### src/logic/rxf_pkg.sv
// Constants, register map and carrier types of the radio receive FIFO block.
// Assumes one 8-bit register port driven by the on-chip controller core.
package rxf_pkg;

  // ****************************************
  // Sizes
  // ****************************************
  localparam int RXF_DEPTH = 64;
  localparam int RXF_AW = 4;
  localparam int RXF_DW = 8;
  localparam int RXF_SEL_W = 6;
  localparam int RXF_PINS = 2;
  localparam int RXF_IRQ_W = 4;

  // ****************************************
  // Register indices
  // ****************************************
  localparam logic [3:0] RXF_REG_PKT_CTRL_FIRST = 4'h0;
  localparam logic [3:0] RXF_REG_PKT_CTRL_SECOND = 4'h1;
  localparam logic [3:0] RXF_REG_PKT_LEN = 4'h2;
  localparam logic [3:0] RXF_REG_PIN_CFG0 = 4'h3;
  localparam logic [3:0] RXF_REG_PIN_CFG2 = 4'h4;
  localparam logic [3:0] RXF_REG_SYNTH_CAL_ONE = 4'h5;
  localparam logic [3:0] RXF_REG_SYNTH_CAL_TWO = 4'h6;
  localparam logic [3:0] RXF_REG_TEST = 4'h7;
  localparam logic [3:0] RXF_REG_COMMAND = 4'h8;
  localparam logic [3:0] RXF_REG_FIFO_DATA = 4'h9;
  localparam logic [3:0] RXF_REG_OCCUPANCY = 4'hA;
  localparam logic [3:0] RXF_REG_PKT_STATUS = 4'hB;
  localparam logic [3:0] RXF_REG_IRQ_STATUS = 4'hC;
  localparam logic [3:0] RXF_REG_IRQ_MASK = 4'hD;
  localparam logic [3:0] RXF_REG_STATE = 4'hE;

  // ****************************************
  // Fields, codes and reset values
  // ****************************************
  localparam int RXF_LEN_CFG_LSB = 0;
  localparam logic [1:0] RXF_LEN_VARIABLE = 2'h1;
  localparam logic [1:0] RXF_LEN_FIXED = 2'h0;
  localparam int RXF_BIT_CRC_EN = 2;
  localparam int RXF_BIT_APPEND = 2;
  localparam int RXF_BIT_OSC_SEL_CAL = 1;
  localparam int RXF_BIT_OSC_CORE_HIGH = 5;
  localparam int RXF_CMD_IDLE = 0;
  localparam int RXF_CMD_RX = 1;
  localparam int RXF_CMD_FLUSH = 2;
  localparam int RXF_CMD_SLEEP = 3;
  localparam int RXF_IRQ_LOCK = 0;
  localparam int RXF_IRQ_OVF = 1;
  localparam int RXF_IRQ_STUCK = 2;
  localparam int RXF_IRQ_PKT = 3;
  localparam int RXF_PST_PIN0 = 0;
  localparam int RXF_PST_PIN2 = 2;
  localparam int RXF_OCC_PF_BIT = 7;
  localparam int RXF_CAL_LOCK_MSB = 5;
  localparam logic [5:0] RXF_SEL_LOCK = 6'h0A;
  localparam logic [5:0] RXF_SEL_PKT_BUSY = 6'h06;
  localparam logic [5:0] RXF_CAL_UNLOCKED = 6'h3F;
  localparam logic [7:0] RXF_CTRL_FIRST_RST = 8'h05;
  localparam logic [7:0] RXF_CTRL_SECOND_RST = 8'h04;
  localparam logic [7:0] RXF_PKT_LEN_RST = 8'hFF;
  localparam logic [5:0] RXF_CAL_ONE_RST = 6'h20;
  localparam logic [7:0] RXF_CAL_TWO_RST = 8'h0A;
  localparam logic [7:0] RXF_TEST_RST = 8'h02;
  localparam logic [7:0] RXF_TEST_SLEEP = 8'h00;
  localparam logic [1:0] RXF_STATUS_BYTES = 2'h2;

  typedef enum logic [2:0] {
    RXF_IDLE, RXF_RX, RXF_STUCK, RXF_OVERFLOW, RXF_SLEEP
  } rxf_radio_type;

  typedef struct packed {
    logic [3:0] addr;
    logic [7:0] wdata;
    logic wr;
    logic rd;
  } rxf_reg_req_type;

  typedef struct packed {
    logic valid;
    logic [7:0] data;
    logic [7:0] rssi;
    logic [6:0] lqi;
    logic crcOk;
  } rxf_rx_in_type;

endpackage : rxf_pkg

### src/logic/rxf_fifo_mem.sv
// Byte store of the receive FIFO: one write port, one read port.
// Assumes the caller never writes the word it reads in the same cycle.
`timescale 1ns/1ps
module rxf_fifo_mem #(
  parameter int W = 8,
  parameter int DEPTH = 64,
  parameter int AW = $clog2(DEPTH)
) (
  // Clock and reset
  input wire logic ref_clk,
  input wire logic rst_n,
  // Write port
  input wire logic we,
  input wire logic [AW-1:0] waddr,
  input wire logic [W-1:0] wdata,
  // Read port, data one cycle after the address
  input wire logic [AW-1:0] raddr,
  output logic [W-1:0] rdata
);
  logic [W-1:0] mem [DEPTH];

  always_ff @(posedge ref_clk) begin
    if (we) begin
      mem[waddr] <= wdata;
    end
  end

  always_ff @(posedge ref_clk or negedge rst_n) begin
    if (!rst_n) begin
      rdata <= '0;
    end else begin
      rdata <= mem[raddr];
    end
  end
endmodule : rxf_fifo_mem

### src/logic/rxf_rx_fifo.sv
// Receive FIFO, prefetch byte, status bytes, radio state and lock status.
// Assumes synchronous inputs on ref_clk and a controller using the register port.
`timescale 1ns/1ps
module rxf_rx_fifo
  import rxf_pkg::*;
#(
  parameter int DEPTH = rxf_pkg::RXF_DEPTH
) (
  // Clock and reset
  input wire logic ref_clk,
  input wire logic rst_n,
  // Register port
  input wire rxf_pkg::rxf_reg_req_type regReq,
  output logic [rxf_pkg::RXF_DW-1:0] regRdata,
  // Demodulator side
  input wire rxf_pkg::rxf_rx_in_type rxIn,
  input wire logic lockDet,
  // Status pins and interrupt
  output logic [rxf_pkg::RXF_PINS-1:0] statusPin,
  output logic irq
);
  import rxf_pkg::*;

  localparam int PW = $clog2(DEPTH);
  localparam int CW = $clog2(DEPTH + 1);

  // ****************************************
  // State
  // ****************************************
  typedef struct packed {
    rxf_radio_type state;
    logic [7:0] ctrlFirst;
    logic [7:0] ctrlSecond;
    logic [7:0] packet_length_reg;
    logic [RXF_PINS-1:0][RXF_SEL_W-1:0] sel;
    logic [5:0] calOne;
    logic [7:0] calTwo;
    logic [7:0] testReg;
    logic [PW-1:0] wrPtr;
    logic [PW-1:0] rdPtr;
    logic [CW-1:0] count;
    logic pfValid;
    logic [7:0] pfData;
    logic [1:0] stCnt;
    logic [7:0] st0;
    logic [7:0] st1;
    logic lenPend;
    logic [7:0] pktRem;
    logic busy;
    logic lockPrev;
    logic [RXF_IRQ_W-1:0] irqSt;
    logic [RXF_IRQ_W-1:0] irqMask;
    logic [RXF_PINS-1:0] pins;
    logic irq;
    logic [7:0] rdReg;
    logic rdFifo;
  } rxf_state_type;

  localparam rxf_state_type ST_RST = '{
    state: RXF_IDLE,
    ctrlFirst: RXF_CTRL_FIRST_RST,
    ctrlSecond: RXF_CTRL_SECOND_RST,
    packet_length_reg: RXF_PKT_LEN_RST,
    calOne: RXF_CAL_ONE_RST,
    calTwo: RXF_CAL_TWO_RST,
    testReg: RXF_TEST_RST,
    default: '0
  };

  rxf_state_type s_r;
  rxf_state_type s_nxt;
  logic [7:0] memQ;
  logic wrHit;
  logic cmdIdle;
  logic cmdRx;
  logic cmdFlush;
  logic cmdSleep;
  logic varMode;
  logic crcEn;
  logic appendEn;
  logic stuckCombo;
  logic popFifo;
  logic pfMove;
  logic pfFree;
  logic rxTake;
  logic ovfHit;
  logic ovfEv;
  logic stuckEv;
  logic stMove;
  logic lockRise;
  logic pktEnd;

  // ****************************************
  // Decode
  // ****************************************
  assign wrHit = regReq.wr && regReq.addr == RXF_REG_COMMAND;
  assign cmdIdle = wrHit && regReq.wdata[RXF_CMD_IDLE];
  assign cmdRx = wrHit && regReq.wdata[RXF_CMD_RX];
  assign cmdFlush = wrHit && regReq.wdata[RXF_CMD_FLUSH];
  assign cmdSleep = wrHit && regReq.wdata[RXF_CMD_SLEEP];
  assign varMode = s_r.ctrlFirst[RXF_LEN_CFG_LSB +: 2] == RXF_LEN_VARIABLE;
  assign crcEn = s_r.ctrlFirst[RXF_BIT_CRC_EN];
  assign appendEn = s_r.ctrlSecond[RXF_BIT_APPEND];
  // Both trailers enabled is the setting that hangs the receiver on overflow.
  assign stuckCombo = crcEn && appendEn;
  assign popFifo = regReq.rd && regReq.addr == RXF_REG_FIFO_DATA && s_r.count != '0
                   && s_r.state != RXF_SLEEP;
  assign pfMove = s_r.pfValid && s_r.count < CW'(DEPTH);
  assign pfFree = !s_r.pfValid || pfMove;
  assign rxTake = rxIn.valid && s_r.state == RXF_RX;
  assign ovfHit = rxTake && !pfFree;
  assign ovfEv = s_r.state == RXF_RX && !cmdIdle && ovfHit && !stuckCombo;
  assign stuckEv = s_r.state == RXF_RX && !cmdIdle && ovfHit && stuckCombo;
  assign stMove = !rxTake && s_r.stCnt != '0 && pfFree && s_r.state == RXF_RX;
  assign lockRise = lockDet && !s_r.lockPrev;

  // ****************************************
  // Next state
  // ****************************************
  always_comb begin
    s_nxt = s_r;
    pktEnd = 1'b0;
    s_nxt.lockPrev = lockDet;
    // FIFO pointers; prefetch only moves while a word is free.
    if (pfMove) begin
      s_nxt.wrPtr = s_r.wrPtr + PW'(1);
      s_nxt.pfValid = 1'b0;
    end
    if (popFifo) begin
      s_nxt.rdPtr = s_r.rdPtr + PW'(1);
    end
    s_nxt.count = s_r.count + CW'(pfMove) - CW'(popFifo);
    // Received bytes win the prefetch over pending status bytes.
    if (rxTake && pfFree) begin
      s_nxt.pfValid = 1'b1;
      s_nxt.pfData = rxIn.data;
      s_nxt.busy = 1'b1;
      if (s_r.lenPend) begin
        s_nxt.lenPend = 1'b0;
        s_nxt.pktRem = rxIn.data;
        pktEnd = rxIn.data == 8'h00;
      end else begin
        s_nxt.pktRem = s_r.pktRem - 8'h01;
        pktEnd = s_r.pktRem == 8'h01;
      end
    end else if (stMove) begin
      s_nxt.pfValid = 1'b1;
      s_nxt.pfData = s_r.st0;
      s_nxt.st0 = s_r.st1;
      s_nxt.stCnt = s_r.stCnt - 2'h1;
    end
    if (pktEnd) begin
      s_nxt.busy = 1'b0;
      s_nxt.lenPend = varMode;
      s_nxt.pktRem = s_r.packet_length_reg;
      if (appendEn) begin
        s_nxt.stCnt = RXF_STATUS_BYTES;
        s_nxt.st0 = rxIn.rssi;
        s_nxt.st1 = {crcEn && rxIn.crcOk, rxIn.lqi};
      end
    end
    // Register writes.
    if (regReq.wr) begin
      if (regReq.addr == RXF_REG_PKT_CTRL_FIRST) begin
        s_nxt.ctrlFirst = regReq.wdata;
      end else if (regReq.addr == RXF_REG_PKT_CTRL_SECOND) begin
        s_nxt.ctrlSecond = regReq.wdata;
      end else if (regReq.addr == RXF_REG_PKT_LEN) begin
        s_nxt.packet_length_reg = regReq.wdata;
      end else if (regReq.addr == RXF_REG_PIN_CFG0) begin
        s_nxt.sel[0] = regReq.wdata[RXF_SEL_W-1:0];
      end else if (regReq.addr == RXF_REG_PIN_CFG2) begin
        s_nxt.sel[1] = regReq.wdata[RXF_SEL_W-1:0];
      end else if (regReq.addr == RXF_REG_SYNTH_CAL_ONE) begin
        s_nxt.calOne = regReq.wdata[5:0];
      end else if (regReq.addr == RXF_REG_SYNTH_CAL_TWO) begin
        s_nxt.calTwo = regReq.wdata;
      end else if (regReq.addr == RXF_REG_TEST && s_r.state != RXF_SLEEP) begin
        s_nxt.testReg = regReq.wdata;
      end else if (regReq.addr == RXF_REG_IRQ_MASK) begin
        s_nxt.irqMask = regReq.wdata[RXF_IRQ_W-1:0];
      end
    end
    // Radio state; flush and idle act only in the states listed here.
    case (s_r.state)
      RXF_IDLE: begin
        if (cmdSleep) begin
          s_nxt.state = RXF_SLEEP;
          s_nxt.testReg = RXF_TEST_SLEEP;
        end else if (cmdRx) begin
          s_nxt.state = RXF_RX;
          s_nxt.lenPend = varMode;
          s_nxt.pktRem = s_r.packet_length_reg;
          s_nxt.busy = 1'b0;
        end
      end
      RXF_RX: begin
        if (cmdIdle) begin
          s_nxt.state = RXF_IDLE;
          s_nxt.busy = 1'b0;
          s_nxt.stCnt = '0;
        end else if (ovfHit && stuckCombo) begin
          s_nxt.state = RXF_STUCK;
        end else if (ovfHit) begin
          s_nxt.state = RXF_OVERFLOW;
          s_nxt.busy = 1'b0;
        end
      end
      RXF_STUCK: begin
        // A flush alone is ignored here; only idle releases the receiver.
        if (cmdIdle) begin
          s_nxt.state = RXF_IDLE;
          s_nxt.busy = 1'b0;
        end
      end
      RXF_OVERFLOW: begin
        if (cmdFlush) begin
          s_nxt.state = RXF_IDLE;
        end
      end
      RXF_SLEEP: begin
        if (cmdIdle) begin
          s_nxt.state = RXF_IDLE;
        end
      end
      default: begin
        s_nxt.state = RXF_IDLE;
      end
    endcase
    if (cmdFlush && (s_r.state == RXF_IDLE || s_r.state == RXF_OVERFLOW)) begin
      s_nxt.wrPtr = '0;
      s_nxt.rdPtr = '0;
      s_nxt.count = '0;
      s_nxt.pfValid = 1'b0;
      s_nxt.stCnt = '0;
      s_nxt.busy = 1'b0;
    end
    // Sticky events; a set in the clearing cycle survives.
    s_nxt.irqSt = s_r.irqSt;
    if (regReq.wr && regReq.addr == RXF_REG_IRQ_STATUS) begin
      s_nxt.irqSt = s_r.irqSt & ~regReq.wdata[RXF_IRQ_W-1:0];
    end
    s_nxt.irqSt[RXF_IRQ_LOCK] = s_nxt.irqSt[RXF_IRQ_LOCK] | lockRise;
    s_nxt.irqSt[RXF_IRQ_OVF] = s_nxt.irqSt[RXF_IRQ_OVF] | ovfEv;
    s_nxt.irqSt[RXF_IRQ_STUCK] = s_nxt.irqSt[RXF_IRQ_STUCK] | stuckEv;
    s_nxt.irqSt[RXF_IRQ_PKT] = s_nxt.irqSt[RXF_IRQ_PKT] | pktEnd;
    s_nxt.irq = |(s_nxt.irqSt & s_nxt.irqMask);
    // Pins follow the new state so they change on the same edge as it.
    for (int i = 0; i < RXF_PINS; i++) begin
      if (s_nxt.sel[i] == RXF_SEL_LOCK) begin
        s_nxt.pins[i] = lockDet;
      end else if (s_nxt.sel[i] == RXF_SEL_PKT_BUSY) begin
        s_nxt.pins[i] = s_nxt.busy;
      end else begin
        s_nxt.pins[i] = 1'b0;
      end
    end
    // Reads; unmapped indices return zero.
    s_nxt.rdReg = '0;
    s_nxt.rdFifo = popFifo;
    if (regReq.rd) begin
      if (regReq.addr == RXF_REG_PKT_CTRL_FIRST) begin
        s_nxt.rdReg = s_r.ctrlFirst;
      end else if (regReq.addr == RXF_REG_PKT_CTRL_SECOND) begin
        s_nxt.rdReg = s_r.ctrlSecond;
      end else if (regReq.addr == RXF_REG_PKT_LEN) begin
        s_nxt.rdReg = s_r.packet_length_reg;
      end else if (regReq.addr == RXF_REG_PIN_CFG0) begin
        s_nxt.rdReg = 8'(s_r.sel[0]);
      end else if (regReq.addr == RXF_REG_PIN_CFG2) begin
        s_nxt.rdReg = 8'(s_r.sel[1]);
      end else if (regReq.addr == RXF_REG_SYNTH_CAL_ONE) begin
        // The top bit is forced low when locked, so 0x3F means unlocked only.
        s_nxt.rdReg = 8'(RXF_CAL_UNLOCKED);
        if (lockDet) begin
          s_nxt.rdReg = 8'(s_r.calOne);
          s_nxt.rdReg[RXF_CAL_LOCK_MSB] = 1'b0;
        end
      end else if (regReq.addr == RXF_REG_SYNTH_CAL_TWO) begin
        s_nxt.rdReg = s_r.calTwo;
      end else if (regReq.addr == RXF_REG_TEST) begin
        s_nxt.rdReg = s_r.testReg;
      end else if (regReq.addr == RXF_REG_OCCUPANCY) begin
        s_nxt.rdReg = 8'(s_r.count);
        s_nxt.rdReg[RXF_OCC_PF_BIT] = s_r.pfValid;
      end else if (regReq.addr == RXF_REG_PKT_STATUS) begin
        s_nxt.rdReg[RXF_PST_PIN0] = s_r.pins[0];
        s_nxt.rdReg[RXF_PST_PIN2] = s_r.pins[1];
      end else if (regReq.addr == RXF_REG_IRQ_STATUS) begin
        s_nxt.rdReg = 8'(s_r.irqSt);
      end else if (regReq.addr == RXF_REG_IRQ_MASK) begin
        s_nxt.rdReg = 8'(s_r.irqMask);
      end else if (regReq.addr == RXF_REG_STATE) begin
        s_nxt.rdReg = 8'(s_r.state);
      end
    end
  end

  always_ff @(posedge ref_clk or negedge rst_n) begin
    if (!rst_n) begin
      s_r <= ST_RST;
    end else begin
      s_r <= s_nxt;
    end
  end

  // ****************************************
  // Storage and outputs
  // ****************************************
  rxf_fifo_mem #(.W(RXF_DW), .DEPTH(DEPTH)) u_mem (
    .ref_clk(ref_clk),
    .rst_n(rst_n),
    .we(pfMove),
    .waddr(s_r.wrPtr),
    .wdata(s_r.pfData),
    .raddr(s_r.rdPtr),
    .rdata(memQ)
  );

  // Both sources are flops; the select only picks the one read last cycle.
  assign regRdata = s_r.rdFifo ? memQ : s_r.rdReg;
  assign statusPin = s_r.pins;
  assign irq = s_r.irq;
endmodule : rxf_rx_fifo

### config.mk
export PLATFORM = sky130hd
export DESIGN_NAME = rxf_rx_fifo
export DESIGN_NICKNAME = d
export VERILOG_FILES = /design/src/logic/rxf_pkg.sv /design/src/logic/rxf_fifo_mem.sv /design/src/logic/rxf_rx_fifo.sv
export SDC_FILE = /design/constraint.sdc
export NUM_CORES = 1
export LEC_CHECK = 0
export ABC_CLOCK_PERIOD_IN_PS = 2940
export BUFFER_PORTS_ARGS = -buffer_cell sky130_fd_sc_hd__buf_2
export CORE_MARGIN = 2
export CORE_UTILIZATION = 30
export CTS_BUF_LIST = sky130_fd_sc_hd__clkbuf_8
export CTS_CLUSTER_DIAMETER = 80
export DETAILED_ROUTE_END_ITERATION = 12
export PLACE_DENSITY = 0.46
export SYNTH_ARGS = -nofsm -noshare
export SYNTH_HDL_FRONTEND = slang
export SYNTH_SLANG_ARGS = --single-unit
### constraint.sdc
create_clock -name ref_clk -period 2.94 [get_ports ref_clk]
set_clock_uncertainty 0.1 [all_clocks]
set_input_delay 0.147 -clock ref_clk [delete_from_list [all_inputs] [get_ports ref_clk]]
set_output_delay 0.147 -clock ref_clk [all_outputs]
set_load 0.01 [all_outputs]
==> results of run 1 <==
==> per-layer routing <==
layer  global-route usage (%)  routed length (µm)  vias up
li1                         -                   -     7222
met1                    21.26               32760     8222
met2                    26.21               36210      414
met3                    2.634                3629       95
met4                    4.605                1361        0
met5                        0                   0        -
==> worst max-delay path, cell delays in order (launching register included) <==
cell and delay [ps]:
dfrtp_1 410, or4_4 570, or4_4 510, a21oi_4 210, a2111o_1 220, or3_1 130, a21oi_1 50, dlygate4sd3_1 550
==> flip-flops by register name, indices dropped and copies added, names as in the netlist <==
name	cells
s_r	132
statusPin	2
crcEn	1
irq	1
appendEn	1
u_mem.rdata	8
u_mem.mem	512
==> cell usage after synthesis (all sizes together) (17+ instances only) <==
cell	number	area (µm²)
nor2b	24	150.1
mux2	71	799.5
edfxtp	512	15370
buf	43	227.7
nor2	133	499.2
mux2i	99	991.0
dfrtp	131	3278
nand3	17	85.08
o21ai	67	335.3
inv	32	120.1
nand2	115	439.2
a21oi	47	246.5
a22oi	18	135.1
clkbuf	57	214.0
a31oi	20	125.1
mux4	100	2252
o22ai	35	219.0
==> kinds of logic after synthesis <==
kind of cell,count (synthesis),synth area share [%]
fa+ha+maj,15,0.7133
buf+inv,132,2.053
simple gates,379,6.593
flops,657,69.51
compound gates,251,5.880
xor+xnor,15,0.4801
mux,270,14.77
==> how the worst max path moves through the flow <==
| stage | end | slack (ps) | start |
|---|---|---|---|
| final | statusPin[1] | 70 | s_r[26] |
| after CTS | s_r[64] | -3 | s_r[62] |
| after global routing | s_r[64] | -110 | s_r[62] |
| after detailed placement | s_r[64] | -110 | s_r[63] |
| after floorplan | s_r[64] | 1 | regReq[13] |
| after global placement | s_r[64] | -70 | s_r[60] |
==> final cells by class <==
| type | instances | area (µm²) |
|---|---|---|
| antenna | 3 | 7.507 |
| tap | 1176 | 1471 |
| inverter | 32 | 120.1 |
| sequential | 657 | 19040 |
| multi-input combinational | 930 | 7840 |
| clock inverter | 87 | 456.7 |
| fill | 8532 | 57470 |
| timing repair buffer | 261 | 2136 |
| clock buffer | 117 | 1610 |
==> per-stage QoR <==
| step | hold WS, ps | instance area [µm²] | power, µW | utilization, % |
|---|---|---|---|---|
| finish | 85.75 | 32680 | 25930 | 36.25 |
| global route | 31.45 | 32680 | 27250 | 36.25 |
| CTS | 0.5328 | 32620 | 26290 | 36.18 |
| detailed placement | 127.1 | 30040 | 18410 | 33.32 |
| global placement | 118.1 | 30040 | 18330 | 33.32 |
| floorplan | -248.6 | 27390 | 15710 | - |
==> power by group through the flow <==
stage / Sequential [µW] / Combinational [µW] / Clock (µW)
2_1_floorplan: 12000 / 3730 / 0
4_1_cts: 12100 / 6290 / 7940
5_1_grt: 12100 / 6750 / 8360
3_5_place_dp: 12200 / 6180 / 0
6_report: 12100 / 6220 / 7650
3_3_place_gp: 12200 / 6120 / 0
==> timing repair <==
action / in CTS / in global routing
endpoints found under the hold margin: 252 / 0
pin swaps: 1 / 3
hold buffers: 48 / 0
setup buffers: 0 / 5
gates resized for setup: 5 / 9
endpoints found under the setup margin: 2 / 2
==> placed cells by master (no fill, tap or decap), drive strengths merged, types with 14 or more instances in the layout <==
cell type | synthesis | final
dfrtp | 131 | 131
a21oi | 47 | 47
nor2 | 133 | 133
nor2b | 24 | 24
dlygate4sd3 | 0 | 47
mux4 | 100 | 100
nand2 | 115 | 115
dfstp | 14 | 14
a22oi | 18 | 18
edfxtp | 512 | 512
mux2i | 99 | 99
o21ai | 67 | 67
clkinv | 0 | 54
mux2 | 71 | 71
a31oi | 20 | 20
inv | 32 | 62
o22ai | 35 | 35
clkbuf | 57 | 117
buf | 43 | 214
ha | 14 | 14
nor3 | 14 | 14
nand3 | 17 | 17
==> results by group, run 1 <==
Run status
  – Outcome: finished clean

Clock tree
  – Clock sink count: 657
  – CTS tree: yes
  – Root Buffer: clkbuf_8
  – Worst-path clk slew: 60 ps
  – Worst-skew pair later-pin latency: 730 ps
  – CTS Buffer Depth: 3
  – Number of buffers created by CTS: about 110
  – Number of H-tree levels: 3

Power and ir drop
  – Leak Pwr: 0.01164 µW
  – Pwr Density: 793.3 nW/µm²
  – P_sw: 7893 µW
  – Clk pwr share: 29.5%
  – Reg power frac: 46.5%
  – Peak supply drop: 303.1 µV
  – Sw frac: between 30 and 40%
  – Comb pwr share: approximately a quarter
  – Pint: roughly 18,000 µW

STA
  – Tmin final: around 2900 ps
  – Tcrit/Tclk final: between 90 and 100%
  – Post-route setup slack: 69.15 ps
  – Total Neg Setup Slack: 0 ps
  – Final Hold Viols: 0
  – Final setup violation count: 0
  – RSZ-0062 raised after global routing: yes
  – Max Fclk: 348.3 MHz
  – Headroom to the max-slew limit: 33.01%
  – Worst Max-Slew Pin Slew: 1003 ps
  – Slew Viols, Final: 0

GRT
  – Vias in the first global route: 16,590
  – Largest net degree at the start of global routing: 59
  – Initial antenna violation count: 1
  – Overflow after GRT: 0
  – Global-route wire length before repair: 110.2 mm
  – GRT Overall Usage: ~16%

Die
  – Die Y: ~310 µm
  – Total I/O pin count: 53
  – Chip width: roughly 300 µm
  – Core area: 90,150 µm²
  – Initial core utilization: 30.36%
  – FP Rows: 110
  – Die ar.: 93,650 µm²

Synthesis
  – Netlist cell types: 71
  – Post-Syn Area per Cell: 15.92 µm²
  – Syn Nets: about 1,800
  – Fraction of registers with async set/reset: ~22%
  – Yosys reg bits: 657
  – Mapped Cells: 1,719
  – Ys Warns: 0
  – Post-synth top flop: edfxtp_1
  – EDFF count, synth: 512
  – Seq/Total Area, Yosys: a little over two thirds
  – Mapped cell area: roughly 27,000 µm²

Worst setup path
  – Type of the worst setup path: flop to flop
  – Crit. End Element: flop
  – R2R Path Start: s_r[26]
  – RR Endpoint: statusPin[1]
  – Max Fanout on Critical Path: 4
  – R2r worst-path depth: 7
  – Register-to-register path setup slack: between 60 and 70 ps
  – WP data required: around 3400 ps
  – Startpoint type of the worst setup path: flop
  – Crit path DAT: around 3400 ps

Hold path
  – Hold EP: s_r[0]
  – Tightest Hold Check Type: input pin to flop
  – Hold_sp: regReq[10]
  – Hold path cells: 5

Finish
  – Finished Layout Cells: between 3,000 and 4,000
  – Fin nets: 2,050
  – Area growth, synth to finish: 19.43%
  – Layout cells sized above 1: 28.26%

Placed design
  – RD Place Congestion: 0.8347
  – Placed cells: 3,003
  – Port Buffers: 52
  – Dpl hpwl: 48.37 mm
  – DP Worst Slack: -106.7 ps

Drt
  – First-pass iteration count of the detailed router: 5
  – Via/cell ratio: 4.889
  – Initial DRC count: 1,255
  – Final WL: 73.96 mm
  – ANT nets after route: 0
  – DR vias: approximately 16,000
  – Drt wl/cell: 22.67 µm
  – Drt drc: 0

Run
  – Max-cap violations: 0
Note: power is estimated with default switching activity, not from simulation.
==> run 2: changes to the inputs <==
CORE_ASPECT_RATIO = 0.5   (was not set)
==> run 2 against run 1 <==
Count of clock-buffer cells in the layout decreased by 11. Sequential power barely moved. Die area is 0.16% higher. Global-route usage increased by 0.33 points. Critical path type unchanged. Cell count increased by 0.70%. Power fell by 1.4%. Worst hold slack gained 25 ps. Sequential cell count unchanged. Highest routed layer unchanged. Worst setup slack gained 89 ps. Critical path depth is the same. Clock power down 6.5%. Routed wire length rose by 1.9%.
==> results by group, run 2 (synthesized netlist as in run 1, its figures left out) <==
Drt
  – Met2 WL: 35.69 mm (-1.4%)
  – Drt drc: 0 (unchanged)
  – Final WL: 75.40 mm (+1.9%)
  – DR vias: 16,050 (+0.61%)
  – WL met1: 35.18 mm (+7.4%)
  – ANT nets after route: 0 (unchanged)
  – Initial DRC count: 1,275 (+1.6%)
  – Via/cell ratio: 4.884 (about the same)
  – Top routing layer in use: met4
  – Drt wl/cell: 22.95 µm (+1.2%)
  – First-pass iteration count of the detailed router: 6 (+1)
  – Routed wl met3: 3.147 mm (-13%)

Run status
  – Outcome: finished clean

Clock tree
  – CTS tree: yes
  – CTS Buffer Depth: 3 (unchanged)
  – Root Buffer: clkbuf_8
  – Number of H-tree levels: 3 (unchanged)
  – Clock sink count: 657 (unchanged)
  – Worst-path clk slew: 60 ps (about the same)
  – Worst-skew pair later-pin latency: 710 ps (-20 ps)
  – Number of buffers created by CTS: 100 (-9.9%)

Placed design
  – Port Buffers: 52 (unchanged)
  – RD Place Congestion: 0.7882 (-5.6%)
  – Dpl hpwl: 49.28 mm (+1.9%)
  – DP Area: 30,220 µm² (+0.60%)
  – DP Worst Slack: -31.57 ps (+75.11 ps)

Die
  – Die ar.: 93,790 µm² (+0.16%)
  – FP Rows: 78 (-29%)
  – Die Y: 217.6 µm (-29%)
  – Core area: 90,470 µm² (+0.36%)
  – Total I/O pin count: 53 (unchanged)
  – Chip width: 431.1 µm (+41%)
  – Initial core utilization: 30.25% (-0.11 points)

GRT
  – GRT Overall Usage: 16.10% (+0.33 points)
  – Overflow after GRT: 0 (unchanged)
  – Initial antenna violation count: 1 (unchanged)
  – Largest net degree at the start of global routing: 66 (+12%)
  – Global-route wire length before repair: 111.4 mm (+1.1%)
  – Vias in the first global route: 16,440 (-0.87%)

Worst setup path
  – Crit. End Element: flop
  – WP data required: 3420 ps (about the same)
  – Setup crit start: s_r[65]
  – R2R Path Start: s_r[65]
  – Critical path cell sequence: buf_12 -> mux4_2 -> mux2i_1 -> nor2_1 -> a2111oi_0 -> buf_4 -> nor3_1
  – Type of the worst setup path: flop to flop
  – Max Fanout on Critical Path: 16 (+12)
  – CP max stage delay: 650 ps (+80 ps)
  – Crit-path slowest cell: dfrtp_4
  – Startpoint type of the worst setup path: flop
  – Crit path DAT: 3260 ps (-100 ps)

Finish
  – Fin nets: 2,056 (+0.29%)
  – Largest Register: u_mem.mem
  – Most common cell after layout, fill and taps aside: edfxtp_1
  – Max reg flops: 512 (unchanged)
  – Final-layout fill cell count: 8,599 (+0.79%)
  – Area growth, synth to finish: 19.24%
  – Regs by FF count: u_mem.mem (512), s_r (132), u_mem.rdata (8)
  – Most frequent cells in the layout: 512 x edfxtp_1, 165 x buf_4, 133 x nor2_1, 120 x dfrtp_1, 113 x nand2_1
  – Final core utilization: 36.07% (-0.19 points)
  – Layout cells sized above 1: 28.17% (-0.096 points)
  – Final Instance Area: 32,630 µm² (-0.16%)

STA
  – Max Fclk: 359.5 MHz (+3.2%)
  – Tmin final: 2782 ps (-89.03 ps)
  – Headroom to the max-slew limit: 38.54% (+5.5 points)
  – Post-route setup slack: 158.2 ps (+89.03 ps)
  – Tcrit/Tclk final: 94.62% (-3.0 points)
  – Final setup violation count: 0 (unchanged)
  – RSZ-0062 raised after global routing: no
  – Worst Max-Slew Pin Slew: 920.0 ps (-82.82 ps)
  – Slew Viols, Final: 0 (unchanged)
  – Final Hold Viols: 0 (unchanged)

Power and ir drop
  – PnR Total Power: 25,560 µW (-1.4%)
  – Pwr Density: 783.4 nW/µm² (-1.3%)
  – Leak Pwr: 0.01160 µW (-0.31%)
  – Peak supply drop: 303.5 µV (+0.13%)

Hold path
  – Hold_sp: lockDet
  – Tightest Hold Check Type: input pin to flop

Run
  – Max-cap violations: 0 (unchanged)
-- run 2: cell type report --
| cell class | count | area (µm²) | area share [%] |
|---|---|---|---|
| Inverter | 32 | 120.1 | 0.3681 |
| Antenna cell | 2 | 5.005 | 0.01534 |
| Multi-Input combinational cell | 930 | 7854 | 24.07 |
| Clock inverter | 81 | 396.6 | 1.215 |
| Clock buffer | 106 | 1459 | 4.471 |
| Tap cell | 1200 | 1501 | 4.601 |
| Sequential cell | 657 | 19040 | 58.35 |
| Timing Repair Buffer | 278 | 2256 | 6.913 |
-- run 2: metrics by stage --
step / hold slack (ps) / TNS (ps) / cells
after floorplan: -248.6 / 0 / 1719
after global placement: 7.628 / -110.6 / 3047
after detailed placement: 6.599 / -31.57 / 3047
after CTS: 37.06 / 0 / 3282
after global routing: 72.93 / 0 / 3285
final: 110.7 / 0 / 3286
-- run 2: metal layers --
layer  vias up  GRT usage [%]
li1       7222              -
met1      8342          22.62
met2       386          26.15
met3       100          2.501
met4         0          4.058
met5         -              0
-- run 2: critical path: cells and delay by family, from the launching register on --
kind                   cells  cell delay [ps]
muxes                      2              900
DFF                        1              650
AOI/OAI and AO/OA          1              470
buffers and inverters      2              420
and+or+nand+nor            2              110
-- run 2: what timing repair did --
action / CTS / global route
hold endpoints to repair: 259 / 0
resized for setup: 7 / 10
endpoints found under the setup margin: 1 / 3
pin swaps: 4 / 9
hold buffers: 48 / 0
buffers inserted: 0 / 2
-- run 2: final timing paths --
check / to / slack (ps) / depth (start not counted)
worst min-delay path: s_r[20] / 110 / 2
worst max-delay path: u_mem.rdata[4] / 160 / 7
max in group asynchronous: s_r[86] / 1830 / 4
worst min register to register: s_r[38] / 390 / 2
worst max register to register: u_mem.rdata[4] / 160 / 7
min in group asynchronous: s_r[112] / 490 / 3
-- run 2: where the power goes --
group / internal, µW / switching (µW) / total (µW)
Combinational: 2970 / 3420 / 6390
Clock: 3510 / 3640 / 7150
Sequential: 11200 / 789 / 12000
==> run 3: changes to the inputs <==
PLACE_DENSITY = not set   (was 0.46)
==> run 3 against run 2 <==
Global-route usage fell by 1.6 points. Register-to-register slack barely moved. Count of clock-buffer cells in the layout fell by 2. Worst setup slack got worse by 14 ps. Non-clock buffer count fell by 23. Critical path type unchanged. Critical endpoint is now s_r[64]. Largest cell class unchanged. Highest routed layer unchanged.
==> results by group, run 3 (synthesized netlist as in run 1, its figures left out) <==
Run status
  – Outcome: finished clean

STA
  – Slew Viols, Final: 0 (unchanged)
  – Total Neg Setup Slack: 0 ps (unchanged)
  – Post-route setup slack: 144.4 ps (-13.79 ps)
  – Tmin final: 2796 ps (+13.79 ps)
  – Final Hold Viols: 0 (unchanged)
  – RSZ-0062 raised after global routing: no
  – Max Fclk: 357.7 MHz (-0.49%)
  – Final setup violation count: 0 (unchanged)
  – Tcrit/Tclk final: 95.09% (+0.47 points)
  – Headroom to the max-slew limit: 25.33% (-13 points)
  – Worst Max-Slew Pin Slew: 1118 ps (+197.7 ps)

Finish
  – Finished Layout Cells: 3,255 (-0.94%)
  – Most frequent cells in the layout: 512 x edfxtp_1, 143 x buf_4, 133 x nor2_1, 120 x dfrtp_1, 113 x nand2_1
  – Most common cell after layout, fill and taps aside: edfxtp_1
  – Regs by FF count: u_mem.mem (512), s_r (132), u_mem.rdata (8)
  – Layout cells sized above 1: 27.80% (-0.37 points)
  – Final core utilization: 35.87% (-0.20 points)
  – Largest Register: u_mem.mem
  – Max reg flops: 512 (unchanged)
  – Fin nets: 2,031 (-1.2%)
  – Area growth, synth to finish: 18.57%
  – Final-layout fill cell count: 8,551 (-0.56%)

Die
  – Initial core utilization: 30.25% (unchanged)
  – FP Rows: 78 (unchanged)
  – Total I/O pin count: 53 (unchanged)
  – Die Y: 217.6 µm (unchanged)
  – Die ar.: 93,790 µm² (unchanged)
  – Chip width: 431.1 µm (unchanged)
  – Core area: 90,470 µm² (unchanged)

GRT
  – Initial antenna violation count: 1 (unchanged)
  – Global-route wire length before repair: 103.5 mm (-7.1%)
  – Vias in the first global route: 16,340 (-0.64%)
  – GRT Overall Usage: 14.54% (-1.6 points)
  – Overflow after GRT: 0 (unchanged)
  – Largest net degree at the start of global routing: 69 (+4.5%)

Drt
  – ANT nets after route: 0 (unchanged)
  – Final WL: 68.31 mm (-9.4%)
  – First-pass iteration count of the detailed router: 5 (-1)
  – Via/cell ratio: 4.915 (+0.63%)
  – Drt drc: 0 (unchanged)
  – Drt wl/cell: 20.99 µm (-8.5%)
  – DR vias: 16,000 (-0.32%)
  – Initial DRC count: 1,297 (+1.7%)

Placed design
  – Placed cells: 3,024 (-0.75%)
  – DP Worst Slack: -61.48 ps (-29.91 ps)
  – Dpl hpwl: 44.71 mm (-9.3%)
  – RD Place Congestion: 0.8642 (+9.6%)
  – Port Buffers: 52 (unchanged)

Clock tree
  – CTS Buffer Depth: 3 (unchanged)
  – Number of H-tree levels: 3 (unchanged)
  – CTS tree: yes
  – Clock sink count: 657 (unchanged)
  – Worst-path clk slew: 70 ps (about the same)
  – Worst-skew pair later-pin latency: 720 ps (about the same)
  – Root Buffer: clkbuf_8
  – Number of buffers created by CTS: 98 (-2.0%)

Hold path
  – Hold_sp: regReq[10]
  – Hold path cells: 5 (+3)
  – Tightest Hold Check Type: input pin to flop

Worst setup path
  – Max Fanout on Critical Path: 2 (-14)
  – Startpoint type of the worst setup path: flop
  – Critical path cell sequence: inv_2 -> ha_4 -> nand2_2 -> nor4_4 -> nor3_4 -> ha_1 -> inv_1 -> ha_2 -> inv_1 -> fa_2 -> nand2b_4 -> a21oi_2 -> o21ai_1 -> a21oi_1 -> or3_1 -> a21oi_1
  – WP data required: 3430 ps (about the same)
  – Setup crit start: s_r[60]
  – Crit path DAT: 3290 ps (+30 ps)
  – R2r worst-path depth: 16 (+9)
  – CP max stage delay: 390 ps (-260 ps)
  – Type of the worst setup path: flop to flop
  – Crit. End Element: flop
  – R2R Path Start: s_r[60]
  – Crit-path slowest cell: dfrtp_1

Power and ir drop
  – PnR Total Power: 25,200 µW (-1.4%)
  – Peak supply drop: 443.6 µV (+46%)
  – Pwr Density: 776.7 nW/µm² (-0.85%)
  – Leak Pwr: 0.01150 µW (-0.84%)

Run
  – Max-cap violations: 0 (unchanged)
## run 3: worst paths after layout
| path | end | slack [ps] |
|---|---|---|
| max | s_r[64] | 140 |
| max reg2reg | s_r[64] | 140 |
| min in group asynchronous | s_r[113] | 440 |
| max in group asynchronous | s_r[66] | 1860 |
| min | s_r[0] | 80 |
| min reg2reg | s_r[38] | 390 |
## run 3: critical path: cells and delay by family (launching register included)
kind	cells	cell delay (ps)
compound gates	4	440
fa+ha+maj	4	970
buf+inv	3	200
flops	1	390
simple gates	5	580
## run 3: layout make-up
| cell class | count | area, µm² | share of cell area (%) |
|---|---|---|---|
| sequential | 657 | 19040 | 58.68 |
| multi-input combinational | 930 | 7850 | 24.19 |
| timing repair buffer | 255 | 2088 | 6.436 |
| tap | 1200 | 1501 | 4.627 |
| clock buffer | 104 | 1431 | 4.411 |
| clock inverter | 76 | 414.1 | 1.276 |
| inverter | 32 | 120.1 | 0.3702 |
| antenna | 1 | 2.502 | 0.007712 |
## run 3: metrics by stage
| step | instance area (µm²) | hold WS [ps] |
|---|---|---|
| after CTS | 32410 | 21.44 |
| after global placement | 30050 | 135.4 |
| after global routing | 32450 | 58.63 |
| after detailed placement | 30050 | 139.6 |
| after floorplan | 27390 | -248.6 |
| final | 32450 | 79.16 |
## run 3: metal layers
metal | GRT usage (%) | up-vias | part of all wire (%)
met5 | 0 | - | 0
met3 | 2.913 | 117 | 5.8
met1 | 20.11 | 8243 | 45
li1 | - | 7168 | -
met2 | 23.04 | 471 | 47
met4 | 4.608 | 0 | 2.4
## run 3: repair_timing
| item | CTS | global route |
|---|---|---|
| buffers inserted | 0 | 3 |
| gates cloned | 0 | 0 |
| hold buffers | 47 | 0 |
| endpoints found under the setup margin | 1 | 1 |
| hold endpoints to repair | 249 | 0 |
| resized for setup | 9 | 5 |
| pin swaps | 4 | 9 |
## run 3: report_power, final
part	leakage, µW	internal [µW]	switching [µW]
clock network	0.00107	3550	3560
registers	0.00650	11200	828
logic	0.00393	2870	3160
